$ cat src/rtl/frac_pll_reconfig_defines.svh
// Behaviour
// RL1 - Mode register picks wait-request (0) or polling (1); held and readable.
// RL2 - Read-only status bit: 0 while reconfiguring, 1 when ready.
// RL3 - Any write to the start register launches the staged reconfiguration; in polling mode a start write accepted while busy is ignored.
// RL4 - Prescale divider: low count bits 7-0, high count bits 15-8.
// RL5 - Prescale bit 16 bypasses the divider.
// RL6 - Bit 17 of each divider selects odd or even division.
// RL7 - Feedback divider uses the same count, bypass and parity layout.
// RL8 - Output divider uses the same count, bypass and parity layout.
// RL9 - Output divider write bits 22-18 index which of eighteen dividers changes.
// RL10 - Bypass and parity bits are write-only; reads return them as zero.
// RL11 - Output divider settings read back at per-divider locations.
// RL12 - Phase shift register bits 15-0 hold the shift count.
// RL13 - Phase shift bits 20-16 select the divider to shift.
// RL14 - Phase shift bit 21 gives direction; 0 means negative.
// RL15 - Write-only 32-bit fractional feedback value for the modulator.
// RL16 - Effective feedback division is total ratio plus the fraction.
// RL17 - Readable 4-bit bandwidth code and 3-bit charge pump code.
// RL18 - Readable VCO post-divider bit: 0 divides by 2, 1 by 1.
// RL19 - Write-only 9-bit profile base location.
// RL20 - Master command is sampled on the first edge after wait-request falls.
// RL21 - Commands are ignored while wait-request is high.
// RL22 - Management reset returns all settings to initial values.
// RL23 - Output dividers 0-17 read at locations 0x0A to 0x1B.
// RL24 - After start, status shows busy until settings are applied.
`ifndef FRAC_PLL_RECONFIG_DEFINES_SVH
`define FRAC_PLL_RECONFIG_DEFINES_SVH
`define ADR_STYLE      6'h00
`define ADR_READY      6'h01
`define ADR_APPLY      6'h02
`define ADR_PRESCALE   6'h03
`define ADR_FEEDBACK   6'h04
`define ADR_OUTPUT     6'h05
`define ADR_PHASE      6'h06
`define ADR_FRACTION   6'h07
`define ADR_BANDWIDTH  6'h08
`define ADR_PUMP       6'h09
`define ADR_OUT_FIRST  6'h0A
`define ADR_OUT_LAST   6'h1B
`define ADR_HALVING    6'h1C
`define ADR_PROFILE    6'h1F
`define NUM_OUT_DIV    18
`define OUT_IDX_MAX    5'h11
`define APPLY_CYCLES   4'h8
`define DIV_RESET      18'h00101
`define FRAC_RESET     32'h00000000
`endif

$ cat src/rtl/frac_pll_reconfig_pkg.sv
package frac_pll_reconfig_pkg;
  typedef struct packed {
    logic       odd_div;
    logic       bypass;
    logic [7:0] high_count;
    logic [7:0] low_count;
  } divider_t;
  typedef struct packed {
    logic       shift_direction;
    logic [4:0] counter_select;
    logic [15:0] shift_count;
  } phase_step_t;
  typedef struct packed {
    divider_t    prescale;
    divider_t    feedback;
    logic [31:0] feedback_fraction;
    logic [3:0]  loop_bandwidth_code;
    logic [2:0]  pump_current_code;
    logic        osc_halving_select;
    logic [8:0]  profile_base_location;
  } pll_setup_t;
  typedef enum logic [1:0] {IDLE, APPLY, SHIFT} apply_state_t;
endpackage : frac_pll_reconfig_pkg

$ cat src/rtl/frac_pll_reconfig_regs.sv
`timescale 1ns/1ps
`default_nettype none
`include "frac_pll_reconfig_defines.svh"
module frac_pll_reconfig_regs
(
  input  wire logic                               clk_in,
  input  wire logic                               rst_b_in,
  input  wire logic [5:0]                         mgmt_address_in,
  input  wire logic                               mgmt_read_in,
  input  wire logic                               mgmt_write_in,
  input  wire logic [31:0]                        mgmt_write_data_in,
  output var  logic [31:0]                        mgmt_read_data_out,
  output var  logic                               mgmt_waitrequest_out,
  output var  frac_pll_reconfig_pkg::pll_setup_t  pll_setup_out,
  output var  logic [18*18-1:0]                   out_dividers_out,
  output var  frac_pll_reconfig_pkg::phase_step_t phase_step_out,
  output var  logic                               apply_strobe_out,
  output var  logic                               phase_strobe_out
);
  frac_pll_reconfig_pkg::pll_setup_t   stage_q;
  frac_pll_reconfig_pkg::divider_t     out_div_q [`NUM_OUT_DIV];
  frac_pll_reconfig_pkg::phase_step_t  phase_q;
  frac_pll_reconfig_pkg::apply_state_t state_q;
  logic                                style_q;
  logic                                phase_pend_q;
  logic [3:0]                          cnt_q;
  logic [31:0]                         rdata_d;
  logic                                wait_d;

  // Commands only taken while wait-request is low
  wire logic accept_wr = mgmt_write_in && !mgmt_waitrequest_out;  // see RL20 see RL21
  wire logic accept_rd = mgmt_read_in && !mgmt_waitrequest_out;   // see RL21
  wire logic busy      = state_q != frac_pll_reconfig_pkg::IDLE;
  wire logic wr_style  = accept_wr && mgmt_address_in == `ADR_STYLE;
  wire logic wr_apply  = accept_wr && mgmt_address_in == `ADR_APPLY;
  wire logic wr_pre    = accept_wr && mgmt_address_in == `ADR_PRESCALE;
  wire logic wr_fb     = accept_wr && mgmt_address_in == `ADR_FEEDBACK;
  wire logic wr_out    = accept_wr && mgmt_address_in == `ADR_OUTPUT;
  wire logic wr_phase  = accept_wr && mgmt_address_in == `ADR_PHASE;
  wire logic wr_frac   = accept_wr && mgmt_address_in == `ADR_FRACTION;
  wire logic wr_bw     = accept_wr && mgmt_address_in == `ADR_BANDWIDTH;
  wire logic wr_pump   = accept_wr && mgmt_address_in == `ADR_PUMP;
  wire logic wr_halv   = accept_wr && mgmt_address_in == `ADR_HALVING;
  wire logic wr_prof   = accept_wr && mgmt_address_in == `ADR_PROFILE;
  wire logic [4:0] out_sel = mgmt_write_data_in[22:18];               // see RL9
  wire logic out_sel_ok    = out_sel <= `OUT_IDX_MAX;                 // see RL9
  wire logic in_out_rd = mgmt_address_in >= `ADR_OUT_FIRST && mgmt_address_in <= `ADR_OUT_LAST;
  wire logic [5:0] out_rd_idx = mgmt_address_in - `ADR_OUT_FIRST;     // see RL23
  // Waitrequest mode holds off the master during a reconfiguration
  wire logic hold_off = !style_q && (busy || wr_apply);               // see RL1
  wire frac_pll_reconfig_pkg::divider_t div_in = mgmt_write_data_in[17:0]; // see RL4 see RL6

  always_comb
  begin
    rdata_d = 32'h00000000;
    wait_d  = hold_off;
    if (accept_rd)
    begin
      unique case (1'b1)
        mgmt_address_in == `ADR_STYLE:     rdata_d = {31'h00000000, style_q};             // see RL1
        mgmt_address_in == `ADR_READY:     rdata_d = {31'h00000000, !busy};               // see RL2
        mgmt_address_in == `ADR_PRESCALE:  rdata_d = {16'h0000, stage_q.prescale[15:0]};  // see RL10
        mgmt_address_in == `ADR_FEEDBACK:  rdata_d = {16'h0000, stage_q.feedback[15:0]};  // see RL10
        mgmt_address_in == `ADR_BANDWIDTH: rdata_d = {28'h0000000, stage_q.loop_bandwidth_code}; // see RL17
        mgmt_address_in == `ADR_PUMP:      rdata_d = {29'h00000000, stage_q.pump_current_code};  // see RL17
        mgmt_address_in == `ADR_HALVING:   rdata_d = {31'h00000000, stage_q.osc_halving_select}; // see RL18
        in_out_rd:                         rdata_d = {16'h0000, out_div_q[out_rd_idx[4:0]][15:0]}; // see RL11 see RL23
        default:                           rdata_d = 32'h00000000;
      endcase
    end
  end

  always_ff @(posedge clk_in or negedge rst_b_in)
  begin
    if (!rst_b_in)
    begin
      mgmt_read_data_out   <= 32'h00000000;
      mgmt_waitrequest_out <= 1'b0;
      style_q              <= 1'b0;
    end
    else
    begin
      mgmt_read_data_out   <= rdata_d;
      mgmt_waitrequest_out <= wait_d;                    // see RL21
      if (wr_style)
        style_q <= mgmt_write_data_in[0];                // see RL1
    end
  end

  // Staged settings, reset to initial values
  always_ff @(posedge clk_in or negedge rst_b_in)
  begin
    if (!rst_b_in)
    begin
      stage_q.prescale              <= `DIV_RESET;      // see RL22
      stage_q.feedback              <= `DIV_RESET;
      stage_q.feedback_fraction     <= `FRAC_RESET;
      stage_q.loop_bandwidth_code   <= 4'h0;
      stage_q.pump_current_code     <= 3'h0;
      stage_q.osc_halving_select    <= 1'b0;
      stage_q.profile_base_location <= 9'h000;
      phase_q                       <= '0;
    end
    else
    begin
      if (wr_pre)
        stage_q.prescale <= div_in;                      // see RL5 see RL6
      if (wr_fb)
        stage_q.feedback <= div_in;                      // see RL7 see RL16
      if (wr_frac)
        stage_q.feedback_fraction <= mgmt_write_data_in; // see RL15 see RL16
      if (wr_bw)
        stage_q.loop_bandwidth_code <= mgmt_write_data_in[3:0];   // see RL17
      if (wr_pump)
        stage_q.pump_current_code <= mgmt_write_data_in[2:0];     // see RL17
      if (wr_halv)
        stage_q.osc_halving_select <= mgmt_write_data_in[0];      // see RL18
      if (wr_prof)
        stage_q.profile_base_location <= mgmt_write_data_in[8:0]; // see RL19
      if (wr_phase)
        phase_q <= mgmt_write_data_in[21:0];             // see RL12 see RL13 see RL14
    end
  end

  // Output divider bank, one entry per divider
  genvar g;
  generate
    for (g = 0; g < `NUM_OUT_DIV; g = g + 1)
    begin : g_out
      always_ff @(posedge clk_in or negedge rst_b_in)
      begin
        if (!rst_b_in)
          out_div_q[g] <= `DIV_RESET;
        else if (wr_out && out_sel_ok && out_sel == 5'(g))
          out_div_q[g] <= div_in;                        // see RL8 see RL9
      end
    end
  endgenerate

  // Apply sequencer: busy for a fixed time after a start write
  always_ff @(posedge clk_in or negedge rst_b_in)
  begin
    if (!rst_b_in)
    begin
      state_q          <= frac_pll_reconfig_pkg::IDLE;
      cnt_q            <= 4'h0;
      phase_pend_q     <= 1'b0;
      apply_strobe_out <= 1'b0;
      phase_strobe_out <= 1'b0;
      pll_setup_out    <= '0;
      out_dividers_out <= '0;
      phase_step_out   <= '0;
    end
    else
    begin
      apply_strobe_out <= 1'b0;
      phase_strobe_out <= 1'b0;
      if (wr_phase)
        phase_pend_q <= 1'b1;
      unique case (state_q)
        frac_pll_reconfig_pkg::IDLE:
          if (wr_apply)
          begin
            state_q <= frac_pll_reconfig_pkg::APPLY;     // see RL3 see RL24
            cnt_q   <= `APPLY_CYCLES;
          end
        frac_pll_reconfig_pkg::APPLY:
        begin
          pll_setup_out <= stage_q;
          for (int i = 0; i < `NUM_OUT_DIV; i++)
            out_dividers_out[i*18 +: 18] <= out_div_q[i];
          phase_step_out <= phase_q;
          if (cnt_q == `APPLY_CYCLES)
          begin
            apply_strobe_out <= 1'b1;
            phase_strobe_out <= phase_pend_q;
            phase_pend_q     <= 1'b0;
          end
          cnt_q <= cnt_q - 4'h1;
          if (cnt_q == 4'h1)
            state_q <= frac_pll_reconfig_pkg::SHIFT;
        end
        frac_pll_reconfig_pkg::SHIFT:
          state_q <= frac_pll_reconfig_pkg::IDLE;       // see RL24
      endcase
    end
  end
endmodule : frac_pll_reconfig_regs
`default_nettype wire

$ cat config.mk
export PLATFORM = sky130hd
export DESIGN_NAME = frac_pll_reconfig_regs
export DESIGN_NICKNAME = d
export VERILOG_FILES = /design/src/rtl/frac_pll_reconfig_pkg.sv /design/src/rtl/frac_pll_reconfig_regs.sv
export VERILOG_INCLUDE_DIRS = /design/src /design/src/rtl
export SDC_FILE = /design/constraint.sdc
export NUM_CORES = 1
export LEC_CHECK = 0
export ABC_AREA = 1
export BUFFER_PORTS_ARGS = -buffer_cell sky130_fd_sc_hd__buf_4
export CAP_MARGIN = 20
export CELL_PAD_IN_SITES_DETAIL_PLACEMENT = 1
export CELL_PAD_IN_SITES_GLOBAL_PLACEMENT = 1
export CORE_MARGIN = 2
export CORE_UTILIZATION = 39
export CTS_CLUSTER_SIZE = 20
export DETAILED_ROUTE_END_ITERATION = 7
export PLACE_DENSITY_LB_ADDON = 0.1
export SYNTH_ARGS = -nofsm -noshare
export SYNTH_HDL_FRONTEND = slang
export SYNTH_SLANG_ARGS = --single-unit
$ cat constraint.sdc
create_clock -name clk_in -period 1.8 [get_ports clk_in]
set_input_delay 0.18 -clock clk_in [delete_from_list [all_inputs] [get_ports clk_in]]
set_output_delay 0.18 -clock clk_in [all_outputs]
set_load 0.03 [all_outputs]
==> run_results.csv, run 1 <==
group,metric,value,unit
pwr,p_seq_share,40.4,%
logic_synthesis,ys_ff_latch,889,
final_layout,layout_commonest_cell,"nand2_1",
global_route,overflow,0,
timing,hold_viol,0,
floorplanning,io_pins,508,
floorplanning,die_w,310,um
pwr,switchingPower,18.9,mW
route,vias,31700,
route,ant_nets,0,
run_status,status,"finished, final reports clean",
pwr,combPwrFrac,22.9,%
pwr,swShare,33.4,%
worst_setup_path,cp-start-kind,"flop",
pwr,leakagePower,24.4,nW
cts,numCtsBuffers,96,
timing,rsz0062_at_grt,"true",
floorplanning,start_util,39.3,%
final_layout,final_layout_size_suffix_gt1_share,20.0,%
final_layout,multi_input_area,0.0122,mm^2
pwr,p_per_area,1190,mW/mm^2
floorplanning,placementRows,112,
pwr,p_clk_share,36.7,%
final_layout,mostFrequentLayoutCells,"1903 x nand2_1, 848 x dfrtp_1, 647 x buf_4",
placement,gp_congestion,0.887,
worst_setup_path,arrival,2330,ps
final_layout,nets,4943,
worst_setup_path,critPathMaxFanout,9,
cts,cts_root_buf,"clkbuf_16",
floorplanning,die_area,0.0964,mm^2
cts,clock_sinks,889,
timing,setup-tns-final,0,ps
global_route,grt_pass1_vias,32400,
route,drc,0,
timing,slew_violations,0,
worst_setup_path,crit_type,"flop to flop",
worst_setup_path,critical_path_required,2350,ps
pwr,p_int,37.7,mW
global_route,grt_max_degree,126,
route,dr.pass1.iters,5,
final_layout,syn2layout_area_growth,29.9,%
global_route,antenna_found_initial,8,
placement,dp_hpwl,104000,um
route,wl_per_cell,23.4,um
timing,finalCritPeriodShare,98.7,%
timing,fin_skew,26.3,ps
min_path,worstHoldPathType,"input pin to asynchronous set/reset pin",
timing,setup_viol,0,
cts,insertion_delay,700,ps
cts,clk_pin_slew_worst_paths,60,ps
placement,placed_cells,6006,
logic_synthesis,synth.distinct_cells,38,
timing,slew_headroom,57.0,%
logic_synthesis,yosysWarnings,0,
flow_run,maxCapViolCount,0,
worst_setup_path,cp-end-kind,"flop",
cts,ctsLongestPathBuffers,3,
timing,max_freq,563,MHz
route,drt-vias-per-instance,5.09,
worst_setup_path,critPathMaxStageDelay,410,ps
route,wl,146000,um
pwr,ir_drop,748,uV
logic_synthesis,synth_seq_area_share,60.9,%
cts,htreeDepth,3,
global_route,grt_pass1_wl,214000,um
worst_setup_path,path_cells,"inv_2, nand2_4, nor4_4, buf_6, buf_12, nand2_8, clkbuf_16, nand2_1, o21ai_0",
cts,tritoncts,"done",
logic_synthesis,synthCells,4289,
final_layout,seq_area,0.0223,mm^2
floorplanning,core,0.0932,mm^2
route,drtIter0Drc,2442,
final_layout,n_fill_cell,10900,
global_route,grt_usage,30.0,%
timing,fin_crit,1780,ps
timing,worst_pin_slew,640,ps
floorplanning,die_h,310,um
worst_setup_path,crit_slowest_cell,"dfrtp_2",
pwr,total_power,56.6,mW
logic_synthesis,syn-cell-area,0.0366,mm^2
logic_synthesis,syn_avg_cell_area,8.54,um^2
final_layout,instances_no_fill,6234,
placement,numPortBuffers,491,
## per-stage QoR
stage / instance area, um^2 / utilization, % / setup WS (ps) / hold slack (ps)
floorplan: 36700 / - / 22.1 / -116
finish: 47600 / 51.0 / 22.8 / 26.9
global placement: 43500 / 46.7 / -201 / 144
CTS: 47200 / 50.6 / -2.12 / 11.2
detailed placement: 43500 / 46.7 / -249 / 142
global route: 47600 / 51.0 / -54.4 / 47.8
## area by class of cell
type | count | share of cell area (%)
clock buffers | 146 | 5.91
flip-flops and latches | 889 | 46.9
inverters | 290 | 2.32
diodes | 1 | 0.00526
clock inverters | 35 | 1.01
well taps | 1254 | 3.30
repair buffers | 774 | 15.0
multi-input cells | 2845 | 25.6
## path summary, 6_finish.rpt
check / slack, ps / to / cells after the start / startpoint
worst min register to register: 460 / pll_setup_out[36] / 2 / stage_q[36]
worst min-delay path: 30 / out_dividers_out[279] / 2 / rst_b_in
worst max-delay path: 20 / out_div_q[38] / 9 / mgmt_waitrequest_out
max in group asynchronous: 880 / stage_q[67] / 4 / rst_b_in
worst max register to register: 20 / out_div_q[38] / 9 / mgmt_waitrequest_out
min in group clk_in: 40 / stage_q[8] / 4 / mgmt_write_data_in[8]
## power by group through the flow
stage               registers (mW)  clock network [mW]  logic [mW]
floorplan                     24.9                   0        5.01
global placement              23.1                   0        12.7
detailed placement            23.2                   0        12.9
CTS                           22.9                21.1        13.0
global route                  23.0                21.9        14.1
finish                        22.9                20.8        13.0
## logic make-up after synthesis
logic type / Yosys count / synth area share, %
buf+inv: 571 / 6.50
simple gates: 2089 / 22.1
flops: 889 / 60.9
other cells: 1 / 0.0102
mux: 9 / 0.277
compound gates: 723 / 9.98
fa+ha+maj: 5 / 0.171
xor+xnor: 2 / 0.0683
## critical path, delay by kind of cell, from the launching register on
family          cells  cell delay (ps)
compound gates      1               90
buf+inv             4              630
flops               1              410
simple gates        4              480
## Yosys cell counts
library cell | n | area share [%]
inv_1 | 287 | 2.9
o22ai_1 | 2 | 0.034
a22oi_1 | 12 | 0.25
nand3b_1 | 1 | 0.021
dfrtp_1 | 849 | 58
o21ai_0 | 471 | 6.4
conb_1 | 1 | 0.010
xor2_1 | 1 | 0.024
buf_1 | 9 | 0.092
nor2_1 | 74 | 0.76
clkbuf_1 | 201 | 2.1
buf_2 | 35 | 0.48
a31oi_1 | 1 | 0.017
nand2_2 | 7 | 0.12
buf_4 | 24 | 0.49
clkinv_4 | 1 | 0.024
mux2_2 | 9 | 0.28
nand2_1 | 1908 | 20
or2_2 | 3 | 0.051
nand4_1 | 3 | 0.051
ha_1 | 5 | 0.17
nor4_1 | 1 | 0.017
a21oi_1 | 56 | 0.77
nand3b_4 | 1 | 0.055
nor3_2 | 1 | 0.027
xnor2_2 | 1 | 0.044
nor2_2 | 3 | 0.051
clkinv_1 | 2 | 0.021
buf_12 | 1 | 0.055
nand3_1 | 57 | 0.78
nand3_2 | 2 | 0.055
o21ai_1 | 180 | 2.5
nand2_4 | 10 | 0.31
nor2_4 | 1 | 0.031
dfstp_2 | 40 | 2.9
buf_6 | 11 | 0.34
o21ai_2 | 1 | 0.024
nor3_1 | 17 | 0.23
## state kept, by name, summed over array words and instances, names as in the netlist
name,cells
mgmt_waitrequest_out,1
apply_strobe_out,1
state_q,2
phase_strobe_out,1
out_dividers_out,324
mgmt_read_data_out,16
pll_setup_out,85
style_q,1
out_div_q,324
stage_q,85
phase_q,22
phase_step_out,22
cnt_q,4
phase_pend_q,1
## layer usage
layer | vias up | track usage (%) | routed length (um)
met4 | 8 | 8.38 | 4010
met3 | 198 | 4.60 | 7690
met5 | - | 0 | 47
li1 | 14600 | - | -
met1 | 16100 | 40.9 | 63700
met2 | 828 | 49.8 | 70600
## timing repair
item / 4_1_cts / 5_1_grt
pin swaps: 0 / 1
gates resized for setup: 5 / 26
buffers inserted: 1 / 2
hold endpoints to repair: 364 / 0
cloned: 0 / 11
endpoints found under the setup margin: 151 / 136
hold buffers: 32 / 0
No activity file was read; power rests on OpenSTA's default activity.
==> run 2: changes to the inputs <==
--- a/config.mk
+++ b/config.mk
@@ -7,15 +7,16 @@
 export NUM_CORES = 1
 export LEC_CHECK = 0
 export ABC_AREA = 1
-export BUFFER_PORTS_ARGS = -buffer_cell sky130_fd_sc_hd__buf_4
 export CAP_MARGIN = 20
 export CELL_PAD_IN_SITES_DETAIL_PLACEMENT = 1
 export CELL_PAD_IN_SITES_GLOBAL_PLACEMENT = 1
 export CORE_MARGIN = 2
-export CORE_UTILIZATION = 39
+export CORE_UTILIZATION = 43
 export CTS_CLUSTER_SIZE = 20
 export DETAILED_ROUTE_END_ITERATION = 7
+export DONT_BUFFER_PORTS = 1
 export PLACE_DENSITY_LB_ADDON = 0.1
+export REMOVE_ABC_BUFFERS = 1
 export SYNTH_ARGS = -nofsm -noshare
 export SYNTH_HDL_FRONTEND = slang
 export SYNTH_SLANG_ARGS = --single-unit
==> constraint.sdc (replaced) <==
create_clock -name clk_in -period 1.6 [get_ports clk_in]
set_input_delay 0.16 -clock clk_in [delete_from_list [all_inputs] [get_ports clk_in]]
set_output_delay 0.16 -clock clk_in [all_outputs]
set_load 0.03 [all_outputs]
==> run_results.csv, run 2 (synthesized netlist as in run 1, its figures left out) <==
group,metric,value,unit
run_status,status,"finished, violations left",
run_status,violations,"hold timing, setup timing",
worst_setup_path,crit_family,"buffers and inverters",
timing,worst_pin_slew,1050,ps
cts,insertion_delay,680,ps
placement,gp_congestion,0.805,
floorplanning,die_w,296,um
timing,fin_skew,20.3,ps
worst_setup_path,crit_type,"flop to flop",
final_layout,fin_util,51.7,%
final_layout,top_regs,"out_div_q: 324 flops, out_dividers_out: 324 flops",
floorplanning,die_area,0.0875,mm^2
global_route,grt_pass1_vias,29600,
final_layout,nets,4396,
cts,clk_pin_slew_worst_paths,60,ps
route,vias,29000,
placement,dp_slack,-474,ps
worst_setup_path,worst_path_most_repeated_cell,"buf_6",
final_layout,final_layout_size_suffix_gt1_share,12.3,%
cts,numCtsBuffers,99,
global_route,grt_usage,29.0,%
floorplanning,placementRows,107,
worst_setup_path,arrival,2310,ps
worst_setup_path,cp-end-kind,"flop",
timing,finalCritPeriodShare,111,%
worst_setup_path,regToRegStartpoint,"mgmt_waitrequest_out",
final_layout,final_cell_area,0.0438,mm^2
timing,slew_headroom,30.1,%
timing,hold_ws,-816,ps
final_layout,mostFrequentLayoutCells,"1845 x nand2_1, 849 x dfrtp_1, 434 x o21ai_0",
timing,fin_crit,1770,ps
route,drc,0,
pwr,p_per_area,1430,mW/mm^2
worst_setup_path,rrSetupSlack,-170,ps
final_layout,instances_no_fill,5580,
worst_setup_path,path_cells,"inv_2, nand2_4, nor4_4, buf_4, buf_6, buf_6, nand2_8, clkbuf_16, nand2_2, o21ai_1",
worst_setup_path,crit_slowest_cell,"dfrtp_1",
route,drt-vias-per-instance,5.21,
worst_setup_path,reg2regPathDepth,10,
placement,numPortBuffers,0,
cts,clock_sinks,889,
placement,placed_cells,5324,
pwr,total_power,62.6,mW
route,drtIter0Drc,1896,
final_layout,layout_commonest_cell,"nand2_1",
worst_setup_path,critical_path_required,2140,ps
pwr,leakagePower,21.7,nW
cts,hold_buffers,40,
cts,ctsLongestPathBuffers,3,
route,wl_per_cell,23.3,um
cts,cts_root_buf,"clkbuf_16",
global_route,grt_max_degree,890,
route,dr.pass1.iters,5,
cts,htreeDepth,3,
timing,rsz0062_at_grt,"true",
worst_setup_path,critPathBufInv,5,
floorplanning,start_util,43.2,%
timing,slew_violations,0,
floorplanning,core,0.0847,mm^2
worst_setup_path,critPathMaxStageDelay,390,ps
placement,placed_area,0.0389,mm^2
timing,worst_slack,-173,ps
worst_setup_path,cp.depth,10,
timing,setup_viol,298,
timing,max_freq,564,MHz
floorplanning,io_pins,508,
cts,tritoncts,"done",
timing,hold_viol,706,
global_route,antenna_found_initial,5,
floorplanning,die_h,296,um
global_route,grt_pass1_wl,190000,um
worst_setup_path,r2r_end,"out_div_q[292]",
flow_run,maxCapViolCount,0,
min_path,worstHoldPathType,"input pin to asynchronous set/reset pin",
pwr,ir_drop,1030,uV
final_layout,syn2layout_area_growth,19.5,%
global_route,overflow,0,
worst_setup_path,critPathMaxFanout,9,
worst_setup_path,cp-start-kind,"flop",
placement,dp_hpwl,81700,um
timing,setup-tns-final,-19800,ps
route,ant_nets,0,
route,wl,130000,um
==> run 2: where the power goes <==
group / switching, mW / internal, mW
sequential: 4.04 / 24.3
combinational: 6.93 / 3.19
clock: 9.71 / 14.4
total: 20.7 / 41.9
==> run 2: worst max-delay path by stage <==
stage	from	endpoint
after CTS	mgmt_waitrequest_out	out_div_q[290]
final	mgmt_waitrequest_out	out_div_q[292]
after global routing	mgmt_waitrequest_out	out_div_q[35]
after floorplan	state_q[1]	cnt_q[2]
after global placement	mgmt_address_in[1]	mgmt_read_data_out[7]
after detailed placement	mgmt_address_in[1]	mgmt_read_data_out[3]
==> run 2: timing repair <==
item	in CTS	in global routing
buffers inserted	8	2
endpoints found under the setup margin	381	370
resized for setup	54	132
gates cloned	7	10
hold endpoints to repair	1307	665
pin swaps	0	0
==> run 2: routing by layer <==
metal	vias up	track usage, %	share of wire (%)
met3	160	7.44	7.2
met2	696	47.5	47
met5	-	0	0.010
met4	2	8.04	2.5
met1	14700	38.1	43
li1	13500	-	-
==> run 2: layout make-up <==
type	count	area [um^2]
Multi-Input combinational cell	2844	12500
Antenna cell	3	7.51
Sequential cell	889	22300
Inverter	290	1100
Fill cell	9740	41000
Timing Repair Buffer	225	2980
Clock inverter	42	547
Clock buffer	143	2910
Tap cell	1144	1430
==> run 3: changes to the inputs <==
--- a/config.mk
+++ b/config.mk
@@ -17,6 +17,7 @@
 export DONT_BUFFER_PORTS = 1
 export PLACE_DENSITY_LB_ADDON = 0.1
 export REMOVE_ABC_BUFFERS = 1
+export SLEW_MARGIN = 25
 export SYNTH_ARGS = -nofsm -noshare
 export SYNTH_HDL_FRONTEND = slang
 export SYNTH_SLANG_ARGS = --single-unit
==> constraint.sdc (replaced) <==
create_clock -name clk_in -period 1.5 [get_ports clk_in]
set_input_delay 0.15 -clock clk_in [delete_from_list [all_inputs] [get_ports clk_in]]
set_output_delay 0.15 -clock clk_in [all_outputs]
set_load 0.03 [all_outputs]
==> run_results.csv, run 3 (synthesized netlist as in run 1, its figures left out) <==
group,metric,value,unit
floorplanning,die_w,296,um
floorplanning,die_h,296,um
final_layout,final_layout_size_suffix_gt1_share,13.1,%
route,drc,0,
placement,numPortBuffers,0,
route,vias,29300,
timing,fin_crit,1710,ps
worst_setup_path,reg2regPathDepth,9,
timing,finalCritPeriodShare,114,%
final_layout,top_regs,"out_div_q: 324 flops, out_dividers_out: 324 flops",
timing,worst_pin_slew,940,ps
floorplanning,placementRows,107,
timing,setup-tns-final,-53410,ps
final_layout,nets,4418,
timing,hold_ws,-809,ps
floorplanning,start_util,43.2,%
cts,cts_root_buf,"clkbuf_16",
timing,max_freq,583,MHz
worst_setup_path,cp-startpoint,"mgmt_waitrequest_out",
pwr,p_per_area,1520,mW/mm^2
placement,placed_cells,5344,
final_layout,layout_commonest_cell,"nand2_1",
placement,dp_slack,-638,ps
pwr,switchingPower,22.0,mW
cts,clk_pin_slew_worst_paths,60,ps
placement,gp_congestion,0.804,
timing,fin_skew,21.2,ps
timing,slew_violations,0,
worst_setup_path,crit_type,"flop to flop",
worst_setup_path,critPathMaxFanout,18,
floorplanning,core,0.0847,mm^2
cts,hold_buffers,40,
worst_setup_path,cp-end-kind,"flop",
global_route,grt_pass1_wl,190000,um
global_route,grt_usage,29.0,%
cts,clock_sinks,889,
route,ant_nets,0,
global_route,antenna_found_initial,7,
route,wl_per_cell,23.4,um
floorplanning,io_pins,508,
worst_setup_path,crit_end,"out_div_q[3]",
timing,slew_headroom,37.3,%
pwr,p_int,45.6,mW
pwr,leakagePower,22.0,nW
cts,htreeDepth,3,
floorplanning,die_area,0.0875,mm^2
pwr,swShare,32.5,%
global_route,overflow,0,
timing,worst_slack,-215,ps
min_path,worstHoldPathType,"input pin to asynchronous set/reset pin",
route,wl,131000,um
pwr,ir_drop,971,uV
cts,ctsLongestPathBuffers,3,
pwr,combPwrFrac,16.7,%
timing,setup_viol,454,
run_status,status,"finished, violations left",
cts,tritoncts,"done",
route,dr.pass1.iters,5,
pwr,p_seq_share,44.7,%
timing,rsz0062_at_grt,"true",
final_layout,mostFrequentLayoutCells,"1828 x nand2_1, 849 x dfrtp_1, 399 x o21ai_0",
global_route,grt_pass1_vias,30000,
global_route,grt_max_degree,890,
timing,hold_viol,417,
worst_setup_path,critical_path_required,2020,ps
route,drt-vias-per-instance,5.23,
pwr,p_clk_share,38.6,%
route,drtIter0Drc,2016,
placement,dp_hpwl,82600,um
run_status,violations,"hold timing, setup timing",
flow_run,maxCapViolCount,0,
cts,numCtsBuffers,97,
final_layout,syn2layout_area_growth,21.1,%
worst_setup_path,regToRegStartpoint,"mgmt_waitrequest_out",
cts,insertion_delay,660,ps
worst_setup_path,cp-start-kind,"flop",
final_layout,instances_no_fill,5601,
worst_setup_path,rrSetupSlack,-210,ps
worst_setup_path,r2r_end,"out_div_q[3]",
worst_setup_path,arrival,2240,ps
final_layout,fin_util,52.3,%
-- run 3: changes by cell type in the layout (fill, tap and decap cells not counted), sizes merged --
cell      previous run  this run
clkinv              21        10
buf                178       197
diode                3         4
clkbuf             150       170
clkinvlp             7         3
inv                293       289
-- run 3: power groups by stage --
| stage | clock network, mW | logic [mW] | registers, mW |
|---|---|---|---|
| after floorplan | 0 | 3.20 | 28.2 |
| after global placement | 0 | 10.3 | 30.6 |
| after detailed placement | 0 | 10.6 | 30.6 |
| after CTS | 26.5 | 10.8 | 30.2 |
| after global routing | 27.5 | 12.5 | 30.4 |
| final | 26.1 | 11.3 | 30.2 |
-- run 3: routing by layer --
layer	GRT usage, %	routed length (um)	vias up
li1	-	-	13500
met1	37.3	54500	14800
met2	47.3	62300	726
met3	8.18	10100	190
met4	9.74	4300	6
met5	0	41	-
-- run 3: final cells by class --
| cell class | instances | area (um^2) |
|---|---|---|
| Clock buffer | 158 | 3090 |
| Tap cell | 1144 | 1430 |
| Antenna cell | 4 | 10.0 |
| Sequential cell | 889 | 22300 |
| Inverter | 290 | 1100 |
| Clock inverter | 23 | 409 |
| Timing Repair Buffer | 249 | 3310 |
| Multi-Input combinational cell | 2844 | 12700 |
| Fill cell | 9697 | 40400 |
-- run 3: worst min path at each step --
stage | startpoint | to | slack, ps | cells past startpoint
2_1_floorplan | rst_b_in | apply_strobe_out | -150 | 0
3_3_place_gp | rst_b_in | out_dividers_out[287] | -120 | 0
3_5_place_dp | rst_b_in | out_dividers_out[277] | -120 | 0
4_1_cts | rst_b_in | out_dividers_out[277] | -830 | 0
5_1_grt | rst_b_in | out_dividers_out[277] | -840 | 0
6_report | rst_b_in | out_dividers_out[287] | -810 | 0
-- run 3: timing repair --
action                                   CTS  global route
buffers inserted                           4             3
gates resized for setup                   53           215
cloned                                     6            15
pin swaps                                  1             1
endpoints found under the hold margin   1310           417
endpoints found under the setup margin   505           723
-- run 3: critical path: stages, from the launching register on --
cell and delay, ps:
dfrtp_1 380, inv_2 80, nand2_4 60, nor4_4 260
buf_4 210, buf_12 150, nand2_8 90, clkbuf_16 220
nand2_1 70, o21ai_0 70
-- run 3: stage by stage --
stage	total power [mW]	instance area, um^2
after global placement	40.9	39100
after CTS	67.5	43300
after detailed placement	41.2	39100
final	67.5	44400
after floorplan	31.4	35400
after global routing	70.4	44300
